<file path="src/wtg_pkg.sv">
// constants and types of the wake-up and general purpose timer block
package wtg_pkg;

	// system clock and derived tick rates
	localparam int          CLOCK_HZ        = 100_000_000;
	localparam int          RC_OSC_HZ       = 32_768;
	localparam int          FAST_TIMER_HZ   = 2_000_000;
	localparam logic [11:0] RC_TICK_CYCLES  = 12'(CLOCK_HZ / RC_OSC_HZ);
	localparam logic [5:0]  FAST_TICK_CYCLES = 6'(CLOCK_HZ / FAST_TIMER_HZ);

	// register indices; byte address is four times the index
	localparam logic [7:0] IDX_FINISH_ACTIONS   = 8'h0a;
	localparam logic [7:0] IDX_SERIAL_PORT      = 8'h0c;
	localparam logic [7:0] IDX_SLEEP_WAKE       = 8'h2d;
	localparam logic [7:0] IDX_WAKE_DIVIDERS    = 8'h2e;
	localparam logic [7:0] IDX_WAKE_INTERVAL_HI = 8'h2f;
	localparam logic [7:0] IDX_WAKE_INTERVAL_LO = 8'h30;
	localparam logic [7:0] IDX_WINDOW_LENGTH    = 8'h31;
	localparam logic [7:0] IDX_GP_SOURCE        = 8'h32;
	localparam logic [7:0] IDX_GP_DIVIDER       = 8'h33;
	localparam logic [7:0] IDX_GP_ONE_INTERVAL  = 8'h34;
	localparam logic [7:0] IDX_GP_TWO_INTERVAL  = 8'h35;
	localparam logic [7:0] IDX_CHANNEL_CHECK    = 8'h39;
	localparam logic [7:0] IDX_TIMER_STATUS     = 8'h3a;

	// sleep_wake_control fields
	localparam int SW_SLEEP_BIT       = 0;
	localparam int SW_CLOCK_ORIGIN    = 2;
	localparam int SW_WAKE_TIMER_EN   = 4;
	localparam int SW_WINDOW_EN       = 5;
	localparam int SW_WAKE_TARGET     = 6;
	localparam int SW_SINGLE_WAKE     = 7;

	// other fields
	localparam int FA_RECEIVE_LSB     = 2;
	localparam int FA_TRANSMIT_LSB    = 0;
	localparam int SP_RECEIVE_OUT_LSB = 6;
	localparam int CC_QUICK_CHECK     = 3;
	localparam int GP_ONE_RUN         = 0;
	localparam int GP_ONE_ORIGIN      = 1;
	localparam int GP_TWO_RUN         = 4;
	localparam int GP_TWO_ORIGIN      = 5;

	// field codes
	localparam logic [1:0] FINISH_TO_SLEEP  = 2'h3;
	localparam logic [1:0] FINISH_TO_RX     = 2'h1;
	localparam logic [1:0] FINISH_TO_TX     = 2'h2;
	localparam logic [1:0] SERIAL_OUT_CONT  = 2'h1;

	localparam logic [7:0] REG_RESET = 8'h00;

	typedef enum logic [1:0] {
		RS_OFF,
		RS_RX,
		RS_TX,
		RS_SLEEP
	} wtg_radio_state_t;

endpackage

</file>
<file path="src/wtg_timers.sv">
// wake-up, active window and general purpose timers with apb registers
`timescale 1ns/1ps

//
// Overview of operation
// RULE_01: wake timer expiry leaves sleep to target
// RULE_02: single wake bit picks interval or once
// RULE_03: window expiry before sync returns rx to sleep
// RULE_04: after sync stay in receive until sleep
// RULE_05: window expiry forces transmit back to sleep
// RULE_06: software sizes window past transmission end
// RULE_07: clock origin bit picks pin or rc
// RULE_08: wake period is clock times divider times interval
// RULE_09: window is clock times divider times length-1
// RULE_10: software keeps interval>=2 and length>=1
// RULE_11: software sets both divider nibbles equal
// RULE_12: continuous serial output: no sync, window sleeps
// RULE_13: receive done follows receive finish action
// RULE_14: transmit done follows transmit finish action
// RULE_15: single wake stays awake; sleep command rearms
// RULE_16: quick check idle sleeps, carrier stays
// RULE_17: single wake idle channel sleeps and rechecks
// RULE_18: two independent gp timers each raise pulse
// RULE_19: gp period is clock times divider times interval
// RULE_20: gp source bit picks wake clock or 2mhz
// RULE_21: counters reload settings at each period start
module wtg_timers (
	input  wire logic                      clock,
	input  wire logic                      arst_n,
	input  wire logic                      psel,
	input  wire logic                      penable,
	input  wire logic                      pwrite,
	input  wire logic [9:0]                paddr,
	input  wire logic [31:0]               pwdata,
	output logic      [31:0]               prdata,
	output logic                           pready,
	output logic                           pslverr,
	input  wire logic                      externalSlowClockPin,
	input  wire logic                      syncWordDetected,
	input  wire logic                      receiveDone,
	input  wire logic                      transmitDone,
	input  wire logic                      carrierCheckDone,
	input  wire logic                      carrierFound,
	output wtg_pkg::wtg_radio_state_t      radioState,
	output logic                           carrierCheckStart,
	output logic                           gpTimerOneIrq,
	output logic                           gpTimerTwoIrq
);

	////////////////////////////////////////////////////////////////////////
	// state

	typedef struct packed {
		wtg_pkg::wtg_radio_state_t state;
		logic [7:0]        sleepWake;
		logic [7:0]        dividers;
		logic [7:0]        intervalHi;
		logic [7:0]        intervalLo;
		logic [7:0]        windowLength;
		logic [7:0]        gpSource;
		logic [7:0]        gpDivider;
		logic [1:0][7:0]   gpInterval;
		logic [7:0]        finishActions;
		logic [7:0]        serialPort;
		logic [7:0]        channelCheck;
		logic [3:0]        wakePre;
		logic [15:0]       wakeCnt;
		logic [3:0]        windowPre;
		logic [7:0]        windowCnt;
		logic              windowOn;
		logic              timedWake;
		logic              syncSeen;
		logic              checkPending;
		logic              armed;
		logic              extPrev;
		logic [11:0]       rcCnt;
		logic [5:0]        fastCnt;
		logic [1:0][7:0]   gpPre;
		logic [1:0][7:0]   gpCnt;
		logic [1:0]        gpIrq;
		logic              checkStart;
		logic [31:0]       rdata;
		logic              ready;
		logic              slverr;
	} wtg_state_t;

	wtg_state_t st_reg;
	wtg_state_t st_next;

	////////////////////////////////////////////////////////////////////////
	// next state

	always_comb begin
		logic [7:0]  idx;
		logic        access;
		logic        hit;
		logic [7:0]  rd;
		logic        wrNow;
		logic        extTick;
		logic        rcTick;
		logic        fastTick;
		logic        wakeTick;
		logic        srcTick;
		logic        wakeExpire;
		logic        windowExpire;
		logic        toSleep;
		logic        sleepCmd;
		logic        wakeCmd;
		logic [1:0]  rxAct;
		logic [1:0]  txAct;
		idx          = paddr[9:2];
		access       = psel & penable;
		hit          = 1'b1;
		rd           = 8'h00;
		wrNow        = 1'b0;
		extTick      = 1'b0;
		rcTick       = 1'b0;
		fastTick     = 1'b0;
		wakeTick     = 1'b0;
		srcTick      = 1'b0;
		wakeExpire   = 1'b0;
		windowExpire = 1'b0;
		toSleep      = 1'b0;
		sleepCmd     = 1'b0;
		wakeCmd      = 1'b0;
		rxAct        = st_reg.finishActions[wtg_pkg::FA_RECEIVE_LSB +: 2];
		txAct        = st_reg.finishActions[wtg_pkg::FA_TRANSMIT_LSB +: 2];
		st_next            = st_reg;
		st_next.gpIrq      = 2'h0;
		st_next.checkStart = 1'b0;

		// tick sources
		extTick = externalSlowClockPin & ~st_reg.extPrev;
		st_next.extPrev = externalSlowClockPin;
		if (st_reg.rcCnt == wtg_pkg::RC_TICK_CYCLES - 12'h001) begin
			st_next.rcCnt = 12'h000;
			rcTick = 1'b1;
		end else begin
			st_next.rcCnt = st_reg.rcCnt + 12'h001;
		end
		if (st_reg.fastCnt == wtg_pkg::FAST_TICK_CYCLES - 6'h01) begin
			st_next.fastCnt = 6'h00;
			fastTick = 1'b1;
		end else begin
			st_next.fastCnt = st_reg.fastCnt + 6'h01;
		end
		wakeTick = st_reg.sleepWake[wtg_pkg::SW_CLOCK_ORIGIN] ? extTick
			: rcTick; // RULE_07

		// apb: one wait cycle, answer on second access cycle
		unique case (idx)
			wtg_pkg::IDX_FINISH_ACTIONS:   rd = st_reg.finishActions;
			wtg_pkg::IDX_SERIAL_PORT:      rd = st_reg.serialPort;
			wtg_pkg::IDX_SLEEP_WAKE:       rd = st_reg.sleepWake;
			wtg_pkg::IDX_WAKE_DIVIDERS:    rd = st_reg.dividers;
			wtg_pkg::IDX_WAKE_INTERVAL_HI: rd = st_reg.intervalHi;
			wtg_pkg::IDX_WAKE_INTERVAL_LO: rd = st_reg.intervalLo;
			wtg_pkg::IDX_WINDOW_LENGTH:    rd = st_reg.windowLength;
			wtg_pkg::IDX_GP_SOURCE:        rd = st_reg.gpSource;
			wtg_pkg::IDX_GP_DIVIDER:       rd = st_reg.gpDivider;
			wtg_pkg::IDX_GP_ONE_INTERVAL:  rd = st_reg.gpInterval[0];
			wtg_pkg::IDX_GP_TWO_INTERVAL:  rd = st_reg.gpInterval[1];
			wtg_pkg::IDX_CHANNEL_CHECK:    rd = st_reg.channelCheck;
			wtg_pkg::IDX_TIMER_STATUS:
				rd = {st_reg.timedWake, st_reg.syncSeen, st_reg.windowOn,
					st_reg.armed, st_reg.checkPending, 1'b0, st_reg.state};
			default:                       hit = 1'b0;
		endcase
		if (access & ~st_reg.ready) begin
			st_next.ready  = 1'b1;
			st_next.slverr = ~hit;
			st_next.rdata  = {24'h000000, rd};
		end else begin
			st_next.ready  = 1'b0;
			st_next.slverr = 1'b0;
		end
		wrNow = access & st_reg.ready & pwrite & hit;
		if (wrNow) begin
			unique case (idx)
				wtg_pkg::IDX_FINISH_ACTIONS:
					st_next.finishActions = pwdata[7:0];
				wtg_pkg::IDX_SERIAL_PORT:
					st_next.serialPort = pwdata[7:0];
				wtg_pkg::IDX_SLEEP_WAKE: begin
					st_next.sleepWake = pwdata[7:0];
					sleepCmd = pwdata[wtg_pkg::SW_SLEEP_BIT];
					wakeCmd  = ~pwdata[wtg_pkg::SW_SLEEP_BIT]
						& (st_reg.state == wtg_pkg::RS_SLEEP);
				end
				wtg_pkg::IDX_WAKE_DIVIDERS:
					st_next.dividers = pwdata[7:0];
				wtg_pkg::IDX_WAKE_INTERVAL_HI:
					st_next.intervalHi = pwdata[7:0];
				wtg_pkg::IDX_WAKE_INTERVAL_LO:
					st_next.intervalLo = pwdata[7:0];
				wtg_pkg::IDX_WINDOW_LENGTH:
					st_next.windowLength = pwdata[7:0];
				wtg_pkg::IDX_GP_SOURCE:
					st_next.gpSource = pwdata[7:0];
				wtg_pkg::IDX_GP_DIVIDER:
					st_next.gpDivider = pwdata[7:0];
				wtg_pkg::IDX_GP_ONE_INTERVAL:
					st_next.gpInterval[0] = pwdata[7:0];
				wtg_pkg::IDX_GP_TWO_INTERVAL:
					st_next.gpInterval[1] = pwdata[7:0];
				wtg_pkg::IDX_CHANNEL_CHECK:
					st_next.channelCheck = pwdata[7:0];
				default: ;
			endcase
		end

		// active window: prescale by high nibble, count length-1
		if (st_reg.windowOn & wakeTick) begin
			if (st_reg.windowPre <= 4'h1) begin
				st_next.windowPre = st_reg.dividers[7:4]; // RULE_21
				if (st_reg.windowCnt <= 8'h01) begin
					windowExpire = 1'b1; // RULE_09
				end else begin
					st_next.windowCnt = st_reg.windowCnt - 8'h01;
				end
			end else begin
				st_next.windowPre = st_reg.windowPre - 4'h1;
			end
		end

		// radio state sequencing
		unique case (st_reg.state)
			wtg_pkg::RS_SLEEP: begin
				if (st_reg.sleepWake[wtg_pkg::SW_WAKE_TIMER_EN] & wakeTick
					& (~st_reg.sleepWake[wtg_pkg::SW_SINGLE_WAKE]
					| st_reg.armed)) begin // RULE_02
					if (st_reg.wakePre <= 4'h1) begin
						st_next.wakePre = st_reg.dividers[3:0]; // RULE_21
						if (st_reg.wakeCnt <= 16'h0001) begin
							wakeExpire = 1'b1; // RULE_08
						end else begin
							st_next.wakeCnt = st_reg.wakeCnt - 16'h0001;
						end
					end else begin
						st_next.wakePre = st_reg.wakePre - 4'h1;
					end
				end
				if (wakeExpire) begin
					st_next.state = st_reg.sleepWake[wtg_pkg::SW_WAKE_TARGET]
						? wtg_pkg::RS_TX : wtg_pkg::RS_RX; // RULE_01
					st_next.timedWake = 1'b1;
					st_next.armed     = 1'b0; // RULE_15
					st_next.syncSeen  = 1'b0;
					// window only in interval mode
					st_next.windowOn =
						~st_reg.sleepWake[wtg_pkg::SW_SINGLE_WAKE]
						& st_reg.sleepWake[wtg_pkg::SW_WINDOW_EN]; // RULE_03
					st_next.windowPre = st_reg.dividers[7:4]; // RULE_21
					st_next.windowCnt = st_reg.windowLength - 8'h01;
					if (~st_reg.sleepWake[wtg_pkg::SW_WAKE_TARGET]
						& st_reg.channelCheck[wtg_pkg::CC_QUICK_CHECK]) begin
						st_next.checkPending = 1'b1; // RULE_16
						st_next.checkStart   = 1'b1;
					end
				end
				if (wakeCmd) begin
					st_next.state        = wtg_pkg::RS_OFF;
					st_next.windowOn     = 1'b0;
					// a wake command beats a timed wake in the same cycle
					st_next.timedWake    = 1'b0;
					st_next.checkPending = 1'b0;
					st_next.checkStart   = 1'b0;
				end
			end
			wtg_pkg::RS_RX: begin
				if (st_reg.checkPending & carrierCheckDone) begin
					st_next.checkPending = 1'b0;
					// idle channel sleeps; carrier stays to hunt sync
					toSleep = ~carrierFound; // RULE_16 RULE_17
				end
				// continuous serial output never reports sync
				if (syncWordDetected & (st_reg.serialPort
					[wtg_pkg::SP_RECEIVE_OUT_LSB +: 2]
					!= wtg_pkg::SERIAL_OUT_CONT)) begin // RULE_12
					st_next.syncSeen = 1'b1; // RULE_04
					st_next.windowOn = 1'b0;
				end
				// a sync word in the expiry cycle still keeps receive
				if (windowExpire & ~st_next.syncSeen) begin
					toSleep = 1'b1; // RULE_03
				end
				if (receiveDone) begin
					unique case (rxAct) // RULE_13
						wtg_pkg::FINISH_TO_SLEEP: toSleep = 1'b1; // RULE_04
						wtg_pkg::FINISH_TO_TX: st_next.state = wtg_pkg::RS_TX;
						wtg_pkg::FINISH_TO_RX: st_next.state = wtg_pkg::RS_RX;
						default:               st_next.state = wtg_pkg::RS_OFF;
					endcase
				end
			end
			wtg_pkg::RS_TX: begin
				// expiry cuts a frame still going out
				if (windowExpire) begin
					toSleep = 1'b1; // RULE_05
				end
				if (transmitDone) begin
					unique case (txAct) // RULE_14
						wtg_pkg::FINISH_TO_SLEEP: toSleep = 1'b1;
						wtg_pkg::FINISH_TO_TX: st_next.state = wtg_pkg::RS_TX;
						wtg_pkg::FINISH_TO_RX: st_next.state = wtg_pkg::RS_RX;
						default:               st_next.state = wtg_pkg::RS_OFF;
					endcase
				end
			end
			wtg_pkg::RS_OFF: ;
		endcase

		// sleep entry reloads the wake period and rearms single wake
		if (toSleep | sleepCmd) begin
			st_next.state        = wtg_pkg::RS_SLEEP;
			st_next.wakePre      = st_reg.dividers[3:0]; // RULE_21
			st_next.wakeCnt      = {st_reg.intervalHi, st_reg.intervalLo};
			st_next.armed        = 1'b1; // RULE_15 RULE_17
			st_next.windowOn     = 1'b0;
			st_next.timedWake    = 1'b0;
			st_next.syncSeen     = 1'b0;
			st_next.checkPending = 1'b0;
			st_next.checkStart   = 1'b0;
		end
		if (st_next.state != wtg_pkg::RS_SLEEP && st_reg.state ==
			wtg_pkg::RS_SLEEP && !wakeExpire) begin
			st_next.timedWake = 1'b0;
		end

		// general purpose timers, one loop body per channel
		for (int ch = 0; ch < 2; ch++) begin
			srcTick = st_reg.gpSource[ch == 0 ? wtg_pkg::GP_ONE_ORIGIN
				: wtg_pkg::GP_TWO_ORIGIN] ? fastTick : wakeTick; // RULE_20
			if (!st_reg.gpSource[ch == 0 ? wtg_pkg::GP_ONE_RUN
				: wtg_pkg::GP_TWO_RUN]) begin
				st_next.gpPre[ch] = st_reg.gpDivider; // RULE_21
				st_next.gpCnt[ch] = st_reg.gpInterval[ch];
			end else if (srcTick) begin
				if (st_reg.gpPre[ch] <= 8'h01) begin
					st_next.gpPre[ch] = st_reg.gpDivider;
					if (st_reg.gpCnt[ch] <= 8'h01) begin
						st_next.gpIrq[ch] = 1'b1; // RULE_18 RULE_19
						st_next.gpCnt[ch] = st_reg.gpInterval[ch]; // RULE_21
					end else begin
						st_next.gpCnt[ch] = st_reg.gpCnt[ch] - 8'h01;
					end
				end else begin
					st_next.gpPre[ch] = st_reg.gpPre[ch] - 8'h01;
				end
			end
		end
	end

	////////////////////////////////////////////////////////////////////////
	// registers

	always_ff @(posedge clock or negedge arst_n) begin
		if (!arst_n) begin
			st_reg <= '{
				state:         wtg_pkg::RS_OFF,
				sleepWake:     wtg_pkg::REG_RESET,
				dividers:      wtg_pkg::REG_RESET,
				intervalHi:    wtg_pkg::REG_RESET,
				intervalLo:    wtg_pkg::REG_RESET,
				windowLength:  wtg_pkg::REG_RESET,
				gpSource:      wtg_pkg::REG_RESET,
				gpDivider:     wtg_pkg::REG_RESET,
				gpInterval:    '0,
				finishActions: wtg_pkg::REG_RESET,
				serialPort:    wtg_pkg::REG_RESET,
				channelCheck:  wtg_pkg::REG_RESET,
				default:       '0
			};
		end else begin
			st_reg <= st_next;
		end
	end

	////////////////////////////////////////////////////////////////////////
	// outputs, all straight from the state register

	assign prdata            = st_reg.rdata;
	assign pready            = st_reg.ready;
	assign pslverr           = st_reg.slverr;
	assign radioState        = st_reg.state;
	assign carrierCheckStart = st_reg.checkStart;
	assign gpTimerOneIrq     = st_reg.gpIrq[0];
	assign gpTimerTwoIrq     = st_reg.gpIrq[1];

endmodule

</file>
<file path="config.mk">
export PLATFORM = sky130hd
export DESIGN_NAME = wtg_timers
export DESIGN_NICKNAME = d
export VERILOG_FILES = /design/src/wtg_pkg.sv /design/src/wtg_timers.sv
export SDC_FILE = /design/constraint.sdc
export NUM_CORES = 1
export LEC_CHECK = 0
export ABC_CLOCK_PERIOD_IN_PS = 3250
export BUFFER_PORTS_ARGS = -buffer_cell sky130_fd_sc_hd__buf_2
export CAP_MARGIN = 15
export CORE_MARGIN = 2
export CORE_UTILIZATION = 30
export DETAILED_ROUTE_END_ITERATION = 12
export GPL_TIMING_DRIVEN = 0
export PLACE_DENSITY = 0.55
export SLEW_MARGIN = 20
export SYNTH_ARGS = -nofsm -noshare
export SYNTH_HDL_FRONTEND = slang
export SYNTH_SLANG_ARGS = --single-unit
</file>
<file path="constraint.sdc">
create_clock -name clock -period 3.25 [get_ports clock]
set_clock_uncertainty 0.1 [all_clocks]
set_input_delay 0.325 -clock clock [delete_from_list [all_inputs] [get_ports clock]]
set_output_delay 0.325 -clock clock [all_outputs]
set_load 0.02 [all_outputs]
</file>
Word-level counts from Yosys, hierarchy flattened
Index checks and enable logic that the tools add are counted.

cells by class
  add/subtract/negate cells = 11
  multiply operators = 0
  divide/modulo/power cells = 0
  order comparisons = 8
  eq/ne operators = 36
  shift operators = 0
  mux-type cells = 90
  bitwise logic cells = 25
  reduce and logical (&&, ||, !) cells = 32

operators with widths
  cell                                                                               number
  8-bit two-way mux                                                                  16
  8-bit one-hot mux with 13 select lines                                             1
  8-bit by 6-bit == test with 1-bit output, second input constant                    11
  8-bit by 1-bit subtractor with 8-bit output, second input constant                 6
  1-bit two-way mux                                                                  47
  8-bit by 1-bit less-or-equal comparator with 1-bit output, second input constant   5
  20-bit two-way mux                                                                 2
  2-bit AND reduction                                                                18
  16-bit two-way mux                                                                 2
  32-bit two-way mux                                                                 1
  12-bit two-way mux                                                                 2
  2-bit one-hot mux with 3 select lines                                              3
  17-bit two-way mux                                                                 1
  8-bit by 4-bit == test with 1-bit output, second input constant                    2
  16-bit by 1-bit less-or-equal comparator with 1-bit output, second input constant  1
  2-bit two-way mux                                                                  8
  16-bit by 1-bit subtractor with 16-bit output, second input constant               1
  1-bit AND                                                                          15
  13-bit OR reduction                                                                1
  12-bit by 1-bit adder with 12-bit output, second input constant                    1
  12-bit == test, second input constant                                              1
  2-bit == test, second input constant                                               6
  2-bit by 1-bit != test with 1-bit output, second input constant                    6
  3-bit != test, second input constant                                               3
  21 further kinds                                                                   42

storage, ports and cells
  bits in registers = 199
  bits in latches = 0
  bits in writable memories = 0
  memory bits (read-only) = 0
  input bits = 53
  output and inout port bits = 39
  word-level logic and storage cells = 236
  memories = 0

Longest topological paths before layout
Gate-level depths: netlist of run 1.

  depth after elaboration = 17
  depth in mapped cells = 11

Worst setup path after synthesis of run 1
Ideal clock, no wire load.

  path type = reg-to-reg
  start point = register st_reg[66] in the netlist's numbering
  end point = register st_reg[46] in the netlist's numbering
  setup time = 0.125 ns
  data arrival time = 2.071 ns
  data required time = 3.025 ns
  path slack = 0.955 ns
  cell stages (with the launch flop) = 7
  period minus slack after synthesis = 2.295 ns
  path through = dfrtp_1 > or3_1 > or4b_4 > and2_4 > buf_6 > a21oi_1 > mux2_2

between the ends
  word-level cells in the longest chain between the ends = 3

RTL lines
  element                                                    RTL line           RTL
  start: declaration                                         wtg_timers.sv:87   wtg_state_t st_reg;
  start signal: assignment                                   wtg_timers.sv:359  st_reg <= '{
  start signal: assignment                                   wtg_timers.sv:375  st_reg <= st_next;
  8-bit by 1-bit less-or-equal comparator with 1-bit output  wtg_timers.sv:339  if (st_reg.gpPre[ch] <= 8'h01) begin
  2-bit by 1-bit != test with 1-bit output (no source line)  -
  2-bit AND reduction (no source line)                       -

No other way between the ends.
A chain may end at the register's enable or synchronous reset.

Final worst setup path of run 1
  start point = register st_reg[75] in the netlist's numbering
  end point = register st_reg[89] in the netlist's numbering

between the ends
  word-level cells in the longest chain between the ends = 13
  elaborated cells between the ends (all ways) = 24
  classes of those cells = eq/ne (4); mux (13); bitwise (5); reduce/logical (2)

RTL lines
  element                                                 RTL line           RTL
  12-bit == test *                                        wtg_timers.sv:135  if (st_reg.rcCnt == wtg_pkg::RC_TICK_CYCLES - 12'h001) begin
  1-bit two-way mux *                                     wtg_timers.sv:135
  1-bit two-way mux *                                     wtg_timers.sv:147  wakeTick = st_reg.sleepWake[wtg_pkg::SW_CLOCK_ORIGIN] ? extTick
  1-bit AND                                               wtg_timers.sv:213  if (st_reg.windowOn & wakeTick) begin
  1-bit two-way mux                                       wtg_timers.sv:213
  1-bit AND                                               wtg_timers.sv:284  if (windowExpire & ~st_next.syncSeen) begin
  1-bit two-way mux                                       wtg_timers.sv:284
  1-bit two-way mux                                       wtg_timers.sv:288  unique case (rxAct)
  1-bit two-way mux                                       wtg_timers.sv:287  if (receiveDone) begin
  1-bit one-hot mux with 2 select lines                   wtg_timers.sv:227  unique case (st_reg.state)
  1-bit OR                                                wtg_timers.sv:314  if (toSleep | sleepCmd) begin
  4-bit != test (no source line) (tied with other cells)  -
  4-bit AND reduction (no source line)                    -

Every way passes the cells marked *; elsewhere a longest branch is shown, timed or not. The select of a mux whose other input is x is not followed.

==> flow_summary.toml, run 1 <==
[status]
status = "finished clean"

[global_routing]
antenna_found_initial = 0
overflow = 0
grt_pass1_vias = 8879
grt_max_degree = 94
track_usage_pct = 17.1
grt_first_pass_wirelength_um = 51200

[final_layout]
layout.nets = 1296
fin_cells = 1699
n_antenna_cell = 0
stdcell_area_mm2 = 0.0128
nFillCells = 3663
largest_reg_flops = 184
area_growth_pct = 14.3
drive_gt1_share_pct = 20.7

[yosys]
synth_seq_cells = 199
synth-async-reset-ratio_pct = 100
synth_cell_type_count = 91
synth_top_area_share_pct = 44.4
synth_seq_area_share_pct = 44.4
syn_area_mm2 = 0.0112
ys_warn_count = 0
synth_cells = 1132
synth-edff-count = 0
synth_area_per_cell_um2 = 9.92
synth_area_leaders = "dfrtp_1 44%, mux2_2 10%, o21ai_0 2.9%"
synth_ff_type = "dfrtp_1"
yosys.area.top_type = "dfrtp_1"

[critical_path]
cp_slowest_cell = "nor4_2"
crit_buf_inv = 3
crit_chain = "inv_1 > ha_1 > nand4b_1 > nor4_2 > a41o_1 > buf_2 > buf_4 > nand2_1 > o311ai_0 > a21oi_1"
path_class = "reg2reg"
crit_family = "compound AO/OA/AOI/OAI gates"
cp-start-kind = "register"
end_kind = "register"
required_ps = 3470
worstRegToRegCells = 10
slowest_delay_ps = 440
cp.depth = 10
arrival_ps = 3220
path_max_fanout = 10

[pwr]
leakage_nw = 5.77
ir_worst_vdd_v = 0.000378
power.density_mw_per_mm2 = 423
power_mw = 5.42

[place]
io_buffers = 40
placed_cells = 1665
dp_hpwl_um = 23600
postPlaceCellArea_mm2 = 0.0122
place_congestion = 0.884

[clock_tree]
clockBufferDepth = 2
cts_buffers = 17
clock-sinks = 199
clk_pin_slew_ps = 80
cts_tree = "built"
insertion_delay_ps = 450
clk_root_buffer_cell = "clkbuf_16"
htreeDepth = 4
post-cts-setup-buffers = 0

[sta]
hold_slack_ps = 53.4
max_slew_margin_pct = 32.8
tightest_slew_ps = 1000
slew_viol_final = 0
final-setup-viol-count = 0
hold_viol_final = 0
max_freq_mhz = 333
period_minus_slack_ps = 3000
totalNegativeSetupSlack_ps = 0
fin_crit_sh_pct = 92.4
rsz0062_at_grt = "no"

[floorplan]
initial_utilization_pct = 30.6
die_area_mm2 = 0.0390
core-area_mm2 = 0.0367
die_x_um = 197
rows = 70
ios = 92
die_h_um = 197

[routing]
drtIter0Drc = 694
wl_per_cell_um = 19.2
ant_nets = 0
firstDrtPassIters = 5
vias_per_cell = 5.42
wirelength_um = 32600
drc_errors = 0
via_count = 9209

[flow_run]
max-cap-violations = 0

[hold_path]
min_path_type = "in2reg"
hold-path-cell-count = 2
## cell usage in the layout (no fill, tap or decap), drive strengths merged, types with 7 or more instances in the layout
cell type    n
dfrtp      199
nor3        30
xnor2       10
clkbuf      54
o211ai       8
and3         8
nor2        88
mux2       104
nor4        16
a21oi       61
inv         39
xor2        23
or3         10
nand2b      10
o2bb2ai      8
a31oi       12
nand4       17
o21ai       77
and2         7
nor3b        9
buf         95
a221oi       7
conb        24
mux2i       13
nand2       81
ha          25
a22oi       21
nand3       40
nand4b       7
nor2b       12
## layer usage
layer	wire length [µm]	share of wire, %	track usage (%)	vias up
met1	15100	46	23.6	4620
met3	1670	5.1	3.67	37
met2	15200	47	27.2	292
li1	-	-	-	4260
met5	0	0	0	-
met4	559	1.7	4.26	0
## power breakdown
| group | total, mW | internal, mW | leakage (nW) | switching [mW] |
|---|---|---|---|---|
| registers | 2.59 | 2.52 | 2.69 | 0.0700 |
| logic | 0.524 | 0.187 | 2.79 | 0.337 |
| clock network | 2.31 | 1.19 | 0.295 | 1.12 |
## layout make-up
class / count / area, µm² / area share [%]
Timing Repair Buffer: 44 / 285 / 2.22
Sequential cell: 199 / 4980 / 38.8
Clock buffer: 17 / 425 / 3.32
Buffer: 90 / 505 / 3.94
Multi-Input combinational cell: 830 / 5700 / 44.4
Clock inverter: 15 / 214 / 1.67
Tap cell: 468 / 586 / 4.56
Inverter: 36 / 135 / 1.05
## timing repair
item | in CTS | in global routing
resized for setup | 0 | 0
hold buffers | 2 | 0
setup endpoints to repair | 0 | 0
endpoints found under the hold margin | 45 | 0
## worst paths after layout
kind	start	end	slack [ps]
worst max-delay path	st_reg[75]	st_reg[89]	250
worst min-delay path	pwdata[3]	st_reg[128]	50
worst max register to register	st_reg[75]	st_reg[89]	250
worst min register to register	st_reg[69]	st_reg[69]	400
max in group asynchronous	arst_n	st_reg[143]	1660
min in group asynchronous	arst_n	gpTimerOneIrq	200
## synth_stat cells (17+ instances only)
| cell | number |
|---|---|
| nor3_1 | 30 |
| a21oi_1 | 61 |
| xor2_1 | 23 |
| mux2_2 | 103 |
| dfrtp_1 | 199 |
| nand3_1 | 39 |
| nor2_1 | 86 |
| buf_4 | 36 |
| a22oi_1 | 21 |
| inv_1 | 35 |
| clkbuf_1 | 37 |
| nand2_1 | 81 |
| nand4_1 | 17 |
| o21ai_0 | 66 |
| ha_1 | 25 |
## metrics by stage
stage | util (%) | worst slack [ps]
2_1_floorplan | - | 955
3_3_place_gp | 33.0 | -1860
3_5_place_dp | 33.2 | 305
4_1_cts | 35.0 | 272
5_1_grt | 35.0 | 101
6_report | 35.0 | 248
## cell families after synthesis
family | count (synthesis) | synth area share (%)
compound gates | 260 | 15.1
xor+xnor | 33 | 2.57
fa+ha+maj | 25 | 2.79
buf+inv | 126 | 5.71
flops | 199 | 44.4
mux | 118 | 11.8
other cells | 1 | 0.0334
simple gates | 370 | 17.7
## worst register-to-register path, delay by kind of cell (launching register included)
family,cells,cell delay [ps]
compound gates,3,910
simple gates,3,710
buf+inv,3,560
flops,1,420
fa+ha+maj,1,170
No activity file was read; power rests on OpenSTA's default activity.
==> run 2, diff against run 1 <==
ABC_CLOCK_PERIOD_IN_PS = 3000   (was 3250)
clock period = 3 ns   (was 3.25 ns; I/O delays follow)
==> run 2 against run 1 <==
Effect of this change:
- die area unchanged
- critical endpoint is now st_reg[98]
- count of clock-buffer cells in the layout unchanged
- first-iteration DRC count decreased by 7.1%
- total power increased by 8.2%
- core utilization increased by 0.11 points
- sequential power increased by 8.1%
- worst hold slack got worse by 22 ps
- critical path depth unchanged
- final area increased by 0.30%
- cell count unchanged
- sequential share of layout area decreased by 0.12 points
- wire length about the same
==> flow_summary.toml, run 2 (synthesis results as in run 1) <==
[clock_tree]
insertion_delay_ps = 450
clk_pin_slew_ps = 80
cts_tree = "built"
cts_buffers = 17
clk_root_buffer_cell = "clkbuf_16"
htreeDepth = 4
clockBufferDepth = 2
clock-sinks = 199
post-cts-setup-buffers = 0

[final_layout]
final_cell_mix = "199 x dfrtp_1, 103 x mux2_2, 86 x nor2_1, 81 x nand2_1, 66 x o21ai_0"
seq_area_mm2 = 0.00498
fin_cells = 1699
layout.nets = 1296
area_growth_pct = 14.6
n_antenna_cell = 0
multiInputGateArea_mm2 = 0.00573
drive_gt1_share_pct = 21.0
mostFrequentLayoutCell = "dfrtp_1"
largest_reg_flops = 184
nFillCells = 3668

[place]
io_buffers = 40
dp_hpwl_um = 23600
place_congestion = 0.884
placed_cells = 1665

[routing]
wirelength_um = 32600
wl_per_cell_um = 19.2
firstDrtPassIters = 5
drtIter0Drc = 645
via_count = 9240
vias_per_cell = 5.44
ant_nets = 0
drc_errors = 0

[hold_path]
min_path_type = "in2reg"

[critical_path]
crit_family = "simple AND/OR/NAND/NOR gates"
slowest_delay_ps = 420
arrival_ps = 3180
timing.rr.start = "st_reg[75]"
path_class = "reg2reg"
r2r_setup_slack_ps = 100
cp.depth = 10
endpoint = "st_reg[98]"
worstRegToRegCells = 10
crit_buf_inv = 3
crit_chain = "inv_1 > ha_1 > nand4b_1 > nor4_4 > a41o_1 > buf_2 > buf_4 > nand2_1 > nor2_1 > mux2i_1"
path_max_fanout = 10
cp-start-kind = "register"
cp_slowest_cell = "dfrtp_1"
required_ps = 3280
end_kind = "register"
cp-startpoint = "st_reg[75]"
r2r-end = "st_reg[98]"

[sta]
rsz0062_at_grt = "yes"
period_minus_slack_ps = 2900
hold_slack_ps = 31.4
slew_viol_final = 0
fin_crit_sh_pct = 96.7
final-setup-viol-count = 0
hold_viol_final = 0
max_slew_margin_pct = 32.6
max_freq_mhz = 345
tightest_slew_ps = 1000

[status]
status = "finished clean"

[pwr]
internal_power_mw = 4.22
power_frac_comb_pct = 9.7
power.density_mw_per_mm2 = 456
power_mw = 5.87
ir_worst_vdd_v = 0.000410
seqPwrFrac_pct = 47.8
netSwitchingPower_mw = 1.65
leakage_nw = 5.78
swShare_pct = 28.2
pwr-share-clk_pct = 42.6

[global_routing]
grt_first_pass_wirelength_um = 51200
overflow = 0
antenna_found_initial = 0
grt_pass1_vias = 8879
grt_max_degree = 94
track_usage_pct = 17.1

[floorplan]
die_x_um = 197
die_h_um = 197
ios = 92
initial_utilization_pct = 30.6
die_area_mm2 = 0.0390
rows = 70
core-area_mm2 = 0.0367

[flow_run]
max-cap-violations = 0
run 2: what timing repair did:
action                     CTS  global route
hold buffers                 2             0
setup endpoints to repair    0            28
resized for setup            0             7
hold endpoints to repair   113             0
run 2: area by class of cell:
cell class | count | area share (%)
Clock inverter | 15 | 1.66
Buffer | 90 | 3.95
Timing Repair Buffer | 44 | 2.22
Tap cell | 468 | 4.55
Inverter | 36 | 1.05
Clock buffer | 17 | 3.31
Multi-Input combinational cell | 830 | 44.6
Sequential cell | 199 | 38.7
run 2: how the worst min path moves through the flow:
stage	start	end	slack (ps)	depth (start not counted)
finish	pwdata[3]	st_reg[128]	30	2
global route	pwdata[3]	st_reg[128]	30	2
CTS	pwdata[3]	st_reg[128]	20	2
detailed placement	arst_n	gpTimerOneIrq	50	1
global placement	externalSlowClockPin	st_reg[87]	350	1
floorplan	arst_n	carrierCheckStart	-100	0
run 2: per-layer routing:
layer  GRT usage [%]  up-vias  share of wire (%)
met1            23.6     4657                 46
met4            4.26        0                1.8
li1                -     4253                  -
met5               0        -                  0
met3            3.67       38                5.5
met2            27.2      292                 47
run 2: through the flow:
step	setup slack [ps]	util (%)	cell area (µm²)	TNS (ps)
2_1_floorplan	705	-	11300	0
3_5_place_dp	55.0	33.2	12200	0
5_1_grt	-16.5	35.1	12900	-39.7
6_report	100	35.1	12900	0
3_3_place_gp	-2090	33.0	12100	-411370
4_1_cts	22.0	35.0	12800	0
run 2: power by group through the flow:
stage	registers (mW)	logic (mW)	clock network [mW]
final	2.80	0.568	2.50
after global routing	2.81	0.619	2.65
after CTS	2.80	0.568	2.54
after detailed placement	2.86	0.564	0
after global placement	2.86	0.548	0
after floorplan	2.82	0.355	0
